===== src/pkg/lssl_defines.vh =====
/*
 Constants for the LED sink serial load port: widths, reset values,
 field positions and queue depth. Assumes inclusion by bare name.
*/
`ifndef LSSL_DEFINES_VH
`define LSSL_DEFINES_VH

// Common shift register and latch widths
`define LSSL_SR_W 17
`define LSSL_SR_MSB 16
`define LSSL_CH_W 16
`define LSSL_CH_MSB 15

// Power-up values
`define LSSL_SR_RST 17'h00000
`define LSSL_CH_RST 16'h0000
`define LSSL_CTRL_RST 16'h0000

// Status select field inside the control data latch
`define LSSL_SEL_LSB 0
`define LSSL_SEL_W 2
`define LSSL_SEL_N 4

// Frame queue between strobe and latches
`define LSSL_FIFO_DEPTH 8
`define LSSL_FIFO_AW 3

// Commit state codes, one-hot
`define LSSL_ST_IDLE 2'h1
`define LSSL_ST_WAIT 2'h2

`endif


===== src/hdl/lssl_port.v =====
/*
 Serial load port of a sixteen channel LED sink driver: 17-bit common
 shift register, channel on/off latch, control data latch, status reload
 and output inhibit. Assumes shift_clock, serial_in_line, transfer_strobe
 and output_inhibit arrive asynchronously from an external controller,
 and that status_sources comes from logic on clk_sys.
*/
// How it works
// - While output_inhibit is high every sink channel is held off.
// - While output_inhibit is low each channel follows its on/off latch bit.
// - A transfer_strobe rising edge with the MSB zero copies the shift register into the on/off latch.
// - The same strobe edge reloads the shift register with the selected status word.
// - Each shift_clock rising edge that does not meet a strobe edge in the same cycle captures serial_in_line into the LSB, high meaning one.
// - Each shift_clock rising edge that does not meet a strobe edge in the same cycle moves every shift register bit one place up.
// - serial_out_line is always driven from the shift register MSB.
// - serial_out_line changes only because of a shift_clock rising edge (or strobe reload).
// - At a strobe edge the MSB steers the low 16 bits to on/off latch (0) or control latch (1).
// - The status word is loaded only on a strobe edge while the MSB is zero.
// - After reset all seventeen shift register bits are zero.
// - After reset the on/off latch is zero so all channels start off.
`timescale 1ns/10ps
`include "lssl_defines.vh"

module lssl_port #(
   parameter SR_W = `LSSL_SR_W,
   parameter CH_W = `LSSL_CH_W,
   parameter SEL_W = `LSSL_SEL_W,
   parameter SEL_N = `LSSL_SEL_N,
   parameter DEPTH = `LSSL_FIFO_DEPTH,
   parameter AW = `LSSL_FIFO_AW
) (
   input wire clk_sys,
   input wire srst,
   input wire shift_clock,
   input wire serial_in_line,
   input wire transfer_strobe,
   input wire output_inhibit,
   input wire [SEL_N*CH_W-1:0] status_sources,
   input wire apply_hold,
   output wire serial_out_line,
   output reg [CH_W-1:0] sink_channel_n,
   output reg [CH_W-1:0] control_latch,
   output wire [SEL_W-1:0] status_select_field,
   output wire frame_pending,
   output wire queue_full,
   output reg strobe_lost
);
   // Synchroniser stages
   reg sclk_s1;
   reg sclk_s2;
   reg sclk_d;
   reg sdi_s1;
   reg sdi_s2;
   reg stb_s1;
   reg stb_s2;
   reg stb_d;
   reg inh_s1;
   reg inh_s2;

   reg [SR_W-1:0] shift_reg;
   reg [CH_W-1:0] onoff_latch;
   reg [1:0] state;
   reg [1:0] next_state;
   reg [SR_W-1:0] held_frame;

   wire shift_edge;
   wire strobe_edge;
   wire q_in_valid;
   wire q_in_ready;
   wire q_out_valid;
   wire q_out_ready;
   wire [SR_W-1:0] q_in_data;
   wire [SR_W-1:0] q_out_data;
   wire q_empty;
   wire [CH_W-1:0] status_info_word;

   // Rising edge of a synchronised level
   function rise;
      input prev;
      input cur;
      begin
         rise = cur && !prev;
      end
   endfunction

   // Pick one status word out of the packed sources
   function [CH_W-1:0] pick_status;
      input [SEL_N*CH_W-1:0] src;
      input [SEL_W-1:0] sel;
      integer i;
      begin
         pick_status = {CH_W{1'b0}};
         for (i = 0; i < SEL_N; i = i + 1) begin
            if (sel == i[SEL_W-1:0])
               pick_status = src[i*CH_W +: CH_W];
         end
      end
   endfunction

   always @(posedge clk_sys) begin
      if (srst) begin
         sclk_s1 <= 1'b0;
         sclk_s2 <= 1'b0;
         sclk_d <= 1'b0;
         sdi_s1 <= 1'b0;
         sdi_s2 <= 1'b0;
         stb_s1 <= 1'b0;
         stb_s2 <= 1'b0;
         stb_d <= 1'b0;
         inh_s1 <= 1'b1;
         inh_s2 <= 1'b1;
      end else begin
         sclk_s1 <= shift_clock;
         sclk_s2 <= sclk_s1;
         sclk_d <= sclk_s2;
         sdi_s1 <= serial_in_line;
         sdi_s2 <= sdi_s1;
         stb_s1 <= transfer_strobe;
         stb_s2 <= stb_s1;
         stb_d <= stb_s2;
         inh_s1 <= output_inhibit;
         inh_s2 <= inh_s1;
      end
   end

   assign shift_edge = rise(sclk_d, sclk_s2);
   assign strobe_edge = rise(stb_d, stb_s2);

   assign status_select_field = control_latch[`LSSL_SEL_LSB +: SEL_W];
   assign status_info_word = pick_status(status_sources, status_select_field);

   // Shift register
   always @(posedge clk_sys) begin
      if (srst) begin
         shift_reg <= `LSSL_SR_RST;
      end else if (strobe_edge) begin
         // status reload only when MSB is zero
         if (!shift_reg[`LSSL_SR_MSB]) begin
            shift_reg <= {1'b0, status_info_word};
         end
      end else if (shift_edge) begin
         shift_reg <= {shift_reg[SR_W-2:0], sdi_s2};
      end
   end

   assign serial_out_line = shift_reg[`LSSL_SR_MSB];

   // Commit path: frame captured at strobe edge, queued toward the latches
   localparam ST_IDLE = `LSSL_ST_IDLE;
   localparam ST_WAIT = `LSSL_ST_WAIT;

   always @* begin
      next_state = state;
      case (state)
         ST_IDLE: begin
            if (strobe_edge && !q_in_ready)
               next_state = ST_WAIT;
         end
         ST_WAIT: begin
            // New strobe as the held frame leaves: stay and hold the new one
            if (q_in_ready && !strobe_edge)
               next_state = ST_IDLE;
         end
         default: begin
            next_state = ST_IDLE;
         end
      endcase
   end

   always @(posedge clk_sys) begin
      if (srst) begin
         state <= ST_IDLE;
         held_frame <= `LSSL_SR_RST;
         strobe_lost <= 1'b0;
      end else begin
         state <= next_state;
         if (state == ST_IDLE && strobe_edge && !q_in_ready)
            held_frame <= shift_reg;
         if (state == ST_WAIT && strobe_edge && q_in_ready)
            held_frame <= shift_reg;
         // Sticky until reset: a strobe while a frame is already held and the queue is still full
         if (state == ST_WAIT && strobe_edge && !q_in_ready)
            strobe_lost <= 1'b1;
      end
   end

   // frame at strobe edge goes toward the latches
   assign q_in_valid = (state == ST_IDLE) ? strobe_edge : 1'b1;
   assign q_in_data = (state == ST_IDLE) ? shift_reg : held_frame;
   assign frame_pending = (state == ST_WAIT) || !q_empty;
   assign q_out_ready = !apply_hold;

   lssl_fifo #(
      .WIDTH(SR_W),
      .DEPTH(DEPTH),
      .AW(AW)
   ) u_queue (
      .clk_sys(clk_sys),
      .srst(srst),
      .in_valid(q_in_valid),
      .in_ready(q_in_ready),
      .in_data(q_in_data),
      .out_valid(q_out_valid),
      .out_ready(q_out_ready),
      .out_data(q_out_data),
      .full(queue_full),
      .empty(q_empty)
   );

   // Latches
   always @(posedge clk_sys) begin
      if (srst) begin
         onoff_latch <= `LSSL_CH_RST;
         control_latch <= `LSSL_CTRL_RST;
      end else if (q_out_valid && q_out_ready) begin
         if (q_out_data[`LSSL_SR_MSB])
            control_latch <= q_out_data[CH_W-1:0];
         else
            onoff_latch <= q_out_data[CH_W-1:0];
      end
   end

   // Sink drive
   always @(posedge clk_sys) begin
      if (srst) begin
         sink_channel_n <= `LSSL_CH_RST;
      end else if (inh_s2) begin
         sink_channel_n <= `LSSL_CH_RST;
      end else begin
         sink_channel_n <= onoff_latch;
      end
   end
endmodule // lssl_port


===== src/hdl/lssl_fifo.v =====
/*
 Synchronous FIFO with valid/ready on both sides and honest full/empty.
 Assumes one clock, synchronous active-high reset.
*/
`timescale 1ns/10ps
`include "lssl_defines.vh"

module lssl_fifo #(
   parameter WIDTH = `LSSL_SR_W,
   parameter DEPTH = `LSSL_FIFO_DEPTH,
   parameter AW = `LSSL_FIFO_AW
) (
   input wire clk_sys,
   input wire srst,
   input wire in_valid,
   output wire in_ready,
   input wire [WIDTH-1:0] in_data,
   output wire out_valid,
   input wire out_ready,
   output wire [WIDTH-1:0] out_data,
   output wire full,
   output wire empty
);
   reg [WIDTH-1:0] mem [0:DEPTH-1];
   reg [AW-1:0] wr_ptr;
   reg [AW-1:0] rd_ptr;
   reg [AW:0] count;
   wire push;
   wire pop;

   assign full = (count == DEPTH[AW:0]);
   assign empty = (count == {(AW+1){1'b0}});
   assign in_ready = !full;
   assign out_valid = !empty;
   assign out_data = mem[rd_ptr];
   assign push = in_valid && !full;
   assign pop = out_ready && !empty;

   // Pointer wrap for non power-of-two depths
   function [AW-1:0] bump;
      input [AW-1:0] p;
      begin
         if (p == DEPTH[AW-1:0] - 1'b1 || DEPTH == (1 << AW) && p == {AW{1'b1}})
            bump = {AW{1'b0}};
         else
            bump = p + 1'b1;
      end
   endfunction

   always @(posedge clk_sys) begin
      if (push)
         mem[wr_ptr] <= in_data;
   end

   always @(posedge clk_sys) begin
      if (srst) begin
         wr_ptr <= {AW{1'b0}};
         rd_ptr <= {AW{1'b0}};
         count <= {(AW+1){1'b0}};
      end else begin
         if (push)
            wr_ptr <= bump(wr_ptr);
         if (pop)
            rd_ptr <= bump(rd_ptr);
         if (push && !pop)
            count <= count + 1'b1;
         else if (pop && !push)
            count <= count - 1'b1;
      end
   end
endmodule // lssl_fifo


===== config.mk =====
export PLATFORM = sky130hd
export DESIGN_NAME = lssl_port
export DESIGN_NICKNAME = d
export VERILOG_FILES = /design/src/hdl/lssl_port.v /design/src/hdl/lssl_fifo.v
export VERILOG_INCLUDE_DIRS = /design/src /design/src/pkg
export SDC_FILE = /design/constraint.sdc
export NUM_CORES = 1
export LEC_CHECK = 0
export BUFFER_PORTS_ARGS = -buffer_cell sky130_fd_sc_hd__buf_2
export CORE_MARGIN = 2
export CORE_UTILIZATION = 45
export CTS_CLUSTER_DIAMETER = 120
export DETAILED_ROUTE_END_ITERATION = 8
export PLACE_DENSITY = 0.63
export SETUP_SLACK_MARGIN = 0.2
export SLEW_MARGIN = 0
export SYNTH_ARGS = -nofsm -noshare
export SYNTH_HDL_FRONTEND = slang
export SYNTH_SLANG_ARGS = --single-unit

===== constraint.sdc =====
create_clock -name clk_sys -period 8.2 [get_ports clk_sys]
set_clock_uncertainty 0.1 [all_clocks]
set_input_delay 0.41 -clock clk_sys [delete_from_list [all_inputs] [get_ports clk_sys]]
set_output_delay 0.41 -clock clk_sys [all_outputs]
set_load 0.05 [all_outputs]

; Word-level counts from Yosys, hierarchy flattened
; Memory sizes are Yosys's and may differ from the RTL's. A register that Yosys moved wholly into a read port is not among the register bits.
; Index checks and enable logic that the tools add are counted.
[word_totals]
output_inout_bits = 38
latch_bits = 0
ram_bits = 136
inputBits = 71
memories = 1
rom_bits = 0
elab_cells = 92
reg_bits = 105
[memory_table]
columns = name, depth, word_bits, read_ports, rd_clocked_by_memory_dff, wr, line_no
row1 = u_queue.mem, 8, 17, 1, 1, 1, lssl_fifo.v:24  ; reg [WIDTH-1:0] mem [0:DEPTH-1];
[classes]
eq_ne = 11
order_cmp = 0
n_bitwise = 1
n_mul = 0
reduce_logical = 32
div_mod_pow = 0
n_mux = 22
shift = 0
n_addsub = 4
[op_table]
columns = cell, count
row1 = 17-bit two-way mux, 6
row2 = 16-bit two-way mux, 4
row3 = 1-bit logical AND, 13
row4 = 3-bit two-way mux, 4
row5 = 1-bit zero test, 8
row6 = 4-bit two-way mux, 2
row7 = 2-bit AND reduction, 4
row8 = "3-bit by 1-bit adder with 3-bit output, second input constant", 2
row9 = "2-bit equality test, second input constant", 3
row10 = "3-bit equality test, second input constant", 2
row11 = "2-bit inequality test, second input constant", 3
row12 = 2-bit nonzero test, 3
row13 = "4-bit by 1-bit adder with 4-bit output, second input constant", 1
row14 = "2-bit by 1-bit equality test with 1-bit output, second input constant", 2
row15 = "4-bit equality test, second input constant", 1
row16 = 4-bit zero test, 1
row17 = 2-bit two-way mux, 2
row18 = 2-bit case mux with 2 select lines, 1
row19 = "4-bit by 1-bit subtractor with 4-bit output, second input constant", 1
row20 = 1-bit two-way mux, 3
row21 = 2-bit zero test, 1
row22 = 2-bit OR reduction, 1
row23 = 1-bit logical OR, 1
row24 = 1-bit NOT, 1

; Longest topological paths before layout
[logic_depth]
ltp_word = 8
depth_mapped = 12
depth_no_buf = 10

; Modules after synthesis
; Synthesis repeated with hierarchy kept, for this count alone.
[unflattened]
hier_cells = 663
area_unflattened_um2 = 9741.8
[modules_own_cells]
columns = mod, cells_each, area_each_um2, seq_area_each_um2, instances
row1 = lssl_fifo, 275, 5859.4, 4344.2, 1
row2 = lssl_port, 388, 3882.5, 1901.8, 1

; Worst setup path before layout
; No wires, ideal clock.
[synth_path]
path_type = reg-to-reg
from = reg u_queue.count[0]
to = reg u_queue.count[3]
path_buffers = 1
arrival_ns = 2.964
period_less_slack_ns = 3.187
setup_time_ns = 0.123
required_ns = 7.977
path_stages_with_launch = 12
path_slack_ns = 5.013
cell_sequence = dfxtp_1 nor4b_4 a21o_1 buf_2 inv_2 ha_1 inv_1 ha_1 a21o_1 a21oi_1 mux2i_1 mux2_1
[synth_via]
elab_chain_len = 6
elab_cells_between_ends = 15
classes_between = add/sub: 2 / eq/ne: 1 / mux: 2 / reduce/logical: 10
[synth_rtl]
columns = item, line_no
row1 = from (decl), lssl_fifo.v:27  ; reg [AW:0] count;
row2 = from (signal assigned), lssl_fifo.v:59  ; count <= {(AW+1){1'b0}};
row3 = from (signal assigned), lssl_fifo.v:66  ; count <= count + 1'b1;
row4 = from (signal assigned), lssl_fifo.v:68  ; count <= count - 1'b1;
row5 = 4-bit equality test *, lssl_fifo.v:31  ; assign full = (count == DEPTH[AW:0]);
row6 = named net queue_full, lssl_port.v:45  ; output wire queue_full,
row7 = 1-bit zero test *, lssl_fifo.v:36  ; assign push = in_valid && !full;
row8 = 1-bit logical AND *, lssl_fifo.v:36
row9 = named net u_queue.push, lssl_fifo.v:28  ; wire push;
row10 = 1-bit zero test, lssl_fifo.v:67  ; else if (pop && !push)
row11 = 1-bit logical AND, lssl_fifo.v:67
row12 = 2-bit nonzero test (no source line), n/a
; The timed path passes the listed nets; every way through them passes the cells marked *. The select of a mux whose other input is x is not followed.
; A chain may end at the register's enable or synchronous reset.

; Final worst setup path
[layout_path]
from = reg state[0]
to = reg u_queue.count[3]
[layout_via]
elab_chain_len = 6
elab_cells_between_ends = 8
classes_between = eq/ne: 1 / mux: 2 / reduce/logical: 5
[layout_rtl]
columns = item, line_no
row1 = from (decl), lssl_port.v:62  ; reg [1:0] state;
row2 = from (signal assigned), lssl_port.v:176  ; state <= next_state;
row3 = 2-bit by 1-bit equality test with 1-bit output *, lssl_port.v:188  ; assign q_in_valid = (state == ST_IDLE) ? strobe_edge : 1'b1;
row4 = 1-bit two-way mux *, lssl_port.v:188
row5 = 1-bit logical AND *, lssl_fifo.v:36
row6 = named net u_queue.push, lssl_fifo.v:28
row7 = 1-bit zero test, lssl_fifo.v:67
row8 = 1-bit logical AND, lssl_fifo.v:67
row9 = 2-bit nonzero test (no source line), n/a
; The timed path passes the listed nets; every way through them passes the cells marked *.

==> results by stage <==
Run status:
- The run finished with clean final reports.

Pwr:
- The portion of total power attributed to sequential cells is 43.2%.
- Summed over all cells, the static leakage comes to 4.291 nW.
- The clock group share of total power is 38.2%.
- The worst-case IR drop observed on VDD is 155.3 µV.
- The internal portion of the total power is 2.403 mW.
- Net switching is 26.59% of the power.
- For this design the total switching power over the nets is 0.8706 mW.
- The total power divided by cell area is 282.8 nW/µm².
- Of the total power, combinational logic draws 18.6%.

Finish:
- The proportion of layout cells with a drive suffix above 1 is 25.53%.
- The number of nets in the layout is 905.
- The register with the most flip-flops in the layout has 136 of them.
- The count of inserted antenna diode cells is 0.
- The area growth from synthesis to layout is 17.51%.
- The total of fill cells in the finished design is 1746.

Synthesis:
- In the synthesized netlist the dominant register cell turns out to be edfxtp_1.
- Summing the sequential cell areas from Yosys gives 63.40% of the chip area.
- The distinct cell type count of the synthesized netlist is 43.
- Counting every net in the synthesized netlist gives 808.
- For this run, the number of Yosys warnings is 0.
- The post-synthesis area per instance is 13.51 µm².
- After synthesis, the cell types taking the most area are edfxtp_1 (41%), dfxtp_1 (22%), mux4_2 (7.3%).
- The share of synthesized area in the top cell type comes to 41.45%.
- The fraction of registers with async set or reset after synthesis is 0%.
- The largest area contributor in the netlist is edfxtp_1.
- The combined area of all synthesized cells is 9852 µm².
- Counting flops with a built-in enable in the synthesized netlist gives 136.
- Synthesis produced a netlist whose cell count is 729.
- The number of synthesized register bits is 244.

Clock network:
- The clock transition at the register clock pins on the worst setup and hold paths after CTS is 60 ps.
- The hold-fix buffer count after cts is 1.
- Counting the buffers created by CTS gives 26.
- The post-CTS setup repair buffer count is 0.
- In this run the deepest clock path goes through 3 buffers.
- The clock reaches the later pin of the worst-skew pair after 510 ps.
- The number of H-tree levels is 1.
- The tree is rooted in a clkbuf_16.
- The clock sink count is 244.
- The quantity of gates resized following cts is 0.
- TritonCTS built the clock tree.

Timing:
- The timing-limited maximum frequency is 272.2 MHz.
- The total negative slack for setup checks is 0 ps.
- Setup repair after global routing left no endpoint under its margin.
- Headroom to the max-slew limit came out at 13.21%.
- The worst path uses 44.81% of the clock period.
- The worst path in the final design needs a cycle of 3674 ps, including I/O delays and setup.
- The number of slew-limit violations in the final report is 0.
- Final hold analysis gives a worst-case slack of 22.56 ps.
- The slew of the pin with the lowest slew margin is 1299 ps.
- Setup violations remaining at the end of the flow were counted as 0.
- The final count of hold timing violations is 0.

Routing:
- The total DRC errors in the routed layout is 0.
- The detailed router finished its first iteration with 309 violations.
- The remaining antenna violation count is 0.
- The first-pass detailed-route iteration total is 5.
- The overall via count from detail_route is 6026.
- The total length of routed wires is 19470 µm.
- The via count normalized by instance count is 5.352.
- The average detailed-routed wire length per instance is 17.29 µm.

Global routing:
- The number of global-route vias before repair was 6041.
- The initial antenna violation count was 0.
- The global-route usage over all layers is 16.66%.
- The pin count of the biggest net entering global routing is 107.
- The first global-routing pass estimated 31340 µm of wire.
- For this run the aggregate overflow at the end of global routing stands at 0.

Critical path:
- At the worst endpoint, the required time is 8500 ps.
- Of all nets on the critical path, the largest fanout is 20.
- The worst setup path is captured at a flop.
- The arrival time reported for the critical path endpoint is 3970 ps.
- The classification of the worst setup path is flop to flop.
- The startpoint type of the worst setup path is a flop.

Die:
- The count of boundary I/O pins is 109.
- The die outline area is 23090 µm².
- Once the floorplan was initialized, standard cells occupied 45.43% of the core.
- After floorplanning, the core was divided into 54 placement rows.
- The core region is 21690 µm².
- The die span in y is 152.0 µm.
- The die is 152.0 µm wide.

Placement:
- The congestion estimate from routability-driven global placement came to 0.7901.
- The half-perimeter wire length after placement is 12980 µm.
- In this run the tool buffered the top-level ports with 108 buffer cells.

Min path:
- The worst hold path belongs to the class input pin to flop.

Run:
- The tool flagged a number of max-cap violations equal to 0.
## metal layers
| metal | up-vias | part of all wire [%] | wire, µm | global-route usage, % |
|---|---|---|---|---|
| li1 | 2898 | - | - | - |
| met1 | 2902 | 44 | 8532 | 21.53 |
| met2 | 201 | 49 | 9625 | 29.64 |
| met3 | 25 | 5.4 | 1043 | 2.681 |
| met4 | 0 | 1.4 | 265 | 3.694 |
| met5 | - | 0 | 0 | 0 |
## path summary, 6_finish.rpt
check	start	endpoint	slack, ps	cells past startpoint
setup / recovery	state[0]$_SDFFE_PP1P_	u_queue.count[3]$_SDFFE_PP0P_	4530	10
hold / removal	transfer_strobe	stb_s1$_SDFF_PP0_	20	2
setup reg to reg	state[0]$_SDFFE_PP1P_	u_queue.count[3]$_SDFFE_PP0P_	4530	10
hold reg to reg	inh_s1$_SDFF_PP1_	inh_s2$_SDFF_PP1_	320	1
## final cells by class
type	instances	area, µm²	area share [%]
flip-flops and latches	244	6247	53.96
clock inverters	6	81.33	0.7025
clock buffers	42	883.3	7.630
repair buffers	120	633.1	5.468
multi-input cells	428	3359	29.02
well taps	280	350.3	3.026
inverters	6	22.52	0.1945
## synth_stat cells, drive strengths merged (2+ instances only)
library cell and count:
edfxtp 136, dfxtp 108, mux2i 72, nand2 65
nand2b 37, o21ai 35, mux4 32, a221oi 31
nor2 31, a21oi 26, buf 26, clkbuf 25
nand3 20, nor3 19, and2 16, nor2b 14
ha 7, inv 6, a21o 3, a31oi 2
mux2 2, nor4 2, or2 2, or3 2
## through the flow
| stage | power, mW | util, % | instances | cell area, µm² | setup WS, ps |
|---|---|---|---|---|---|
| after floorplan | 1.927 | - | 729 | 9852 | 5013 |
| after global placement | 2.028 | 48.89 | 1077 | 10600 | 4764 |
| after detailed placement | 2.053 | 48.89 | 1077 | 10600 | 4558 |
| after CTS | 3.307 | 53.38 | 1126 | 11580 | 4530 |
| after global routing | 3.413 | 53.38 | 1126 | 11580 | 4350 |
| final | 3.274 | 53.38 | 1126 | 11580 | 4526 |
## power groups by stage
stage	registers, mW	logic (mW)	clock network [mW]
finish	1.41	0.608	1.25
global placement	1.43	0.593	0
global route	1.42	0.661	1.33
detailed placement	1.44	0.614	0
CTS	1.41	0.616	1.28
floorplan	1.48	0.444	0
## critical path, stage by stage, from the launching register on
cell     delay (ps)
dfxtp_1         360
nor2b_1        1020
a21o_1          440
inv_2           100
ha_1            210
inv_1           150
ha_1            260
a21o_1          180
a21oi_1         180
mux2i_1         250
mux2_1          340
## cell usage in the layout, fill, tap and decap left out, types with 25 or more instances in the layout
| cell type | synthesis | layout |
|---|---|---|
| mux2i_1 | 71 | 71 |
| a21oi_1 | 25 | 25 |
| o21ai_1 | 34 | 34 |
| mux4_2 | 32 | 32 |
| nand2b_1 | 37 | 37 |
| buf_2 | 9 | 108 |
| a221oi_1 | 31 | 31 |
| nor2_1 | 30 | 29 |
| dfxtp_1 | 108 | 107 |
| edfxtp_1 | 136 | 136 |
| clkbuf_16 | 0 | 32 |
| nand2_1 | 65 | 65 |
## kinds of logic after synthesis
family | synth area share (%)
flops | 63.40
simple gates | 10.79
mux | 14.90
compound gates | 6.782
buf+inv | 2.857
fa+ha+maj | 1.092
xor+xnor | 0.1778
Note: power is estimated with default switching activity, not from simulation.
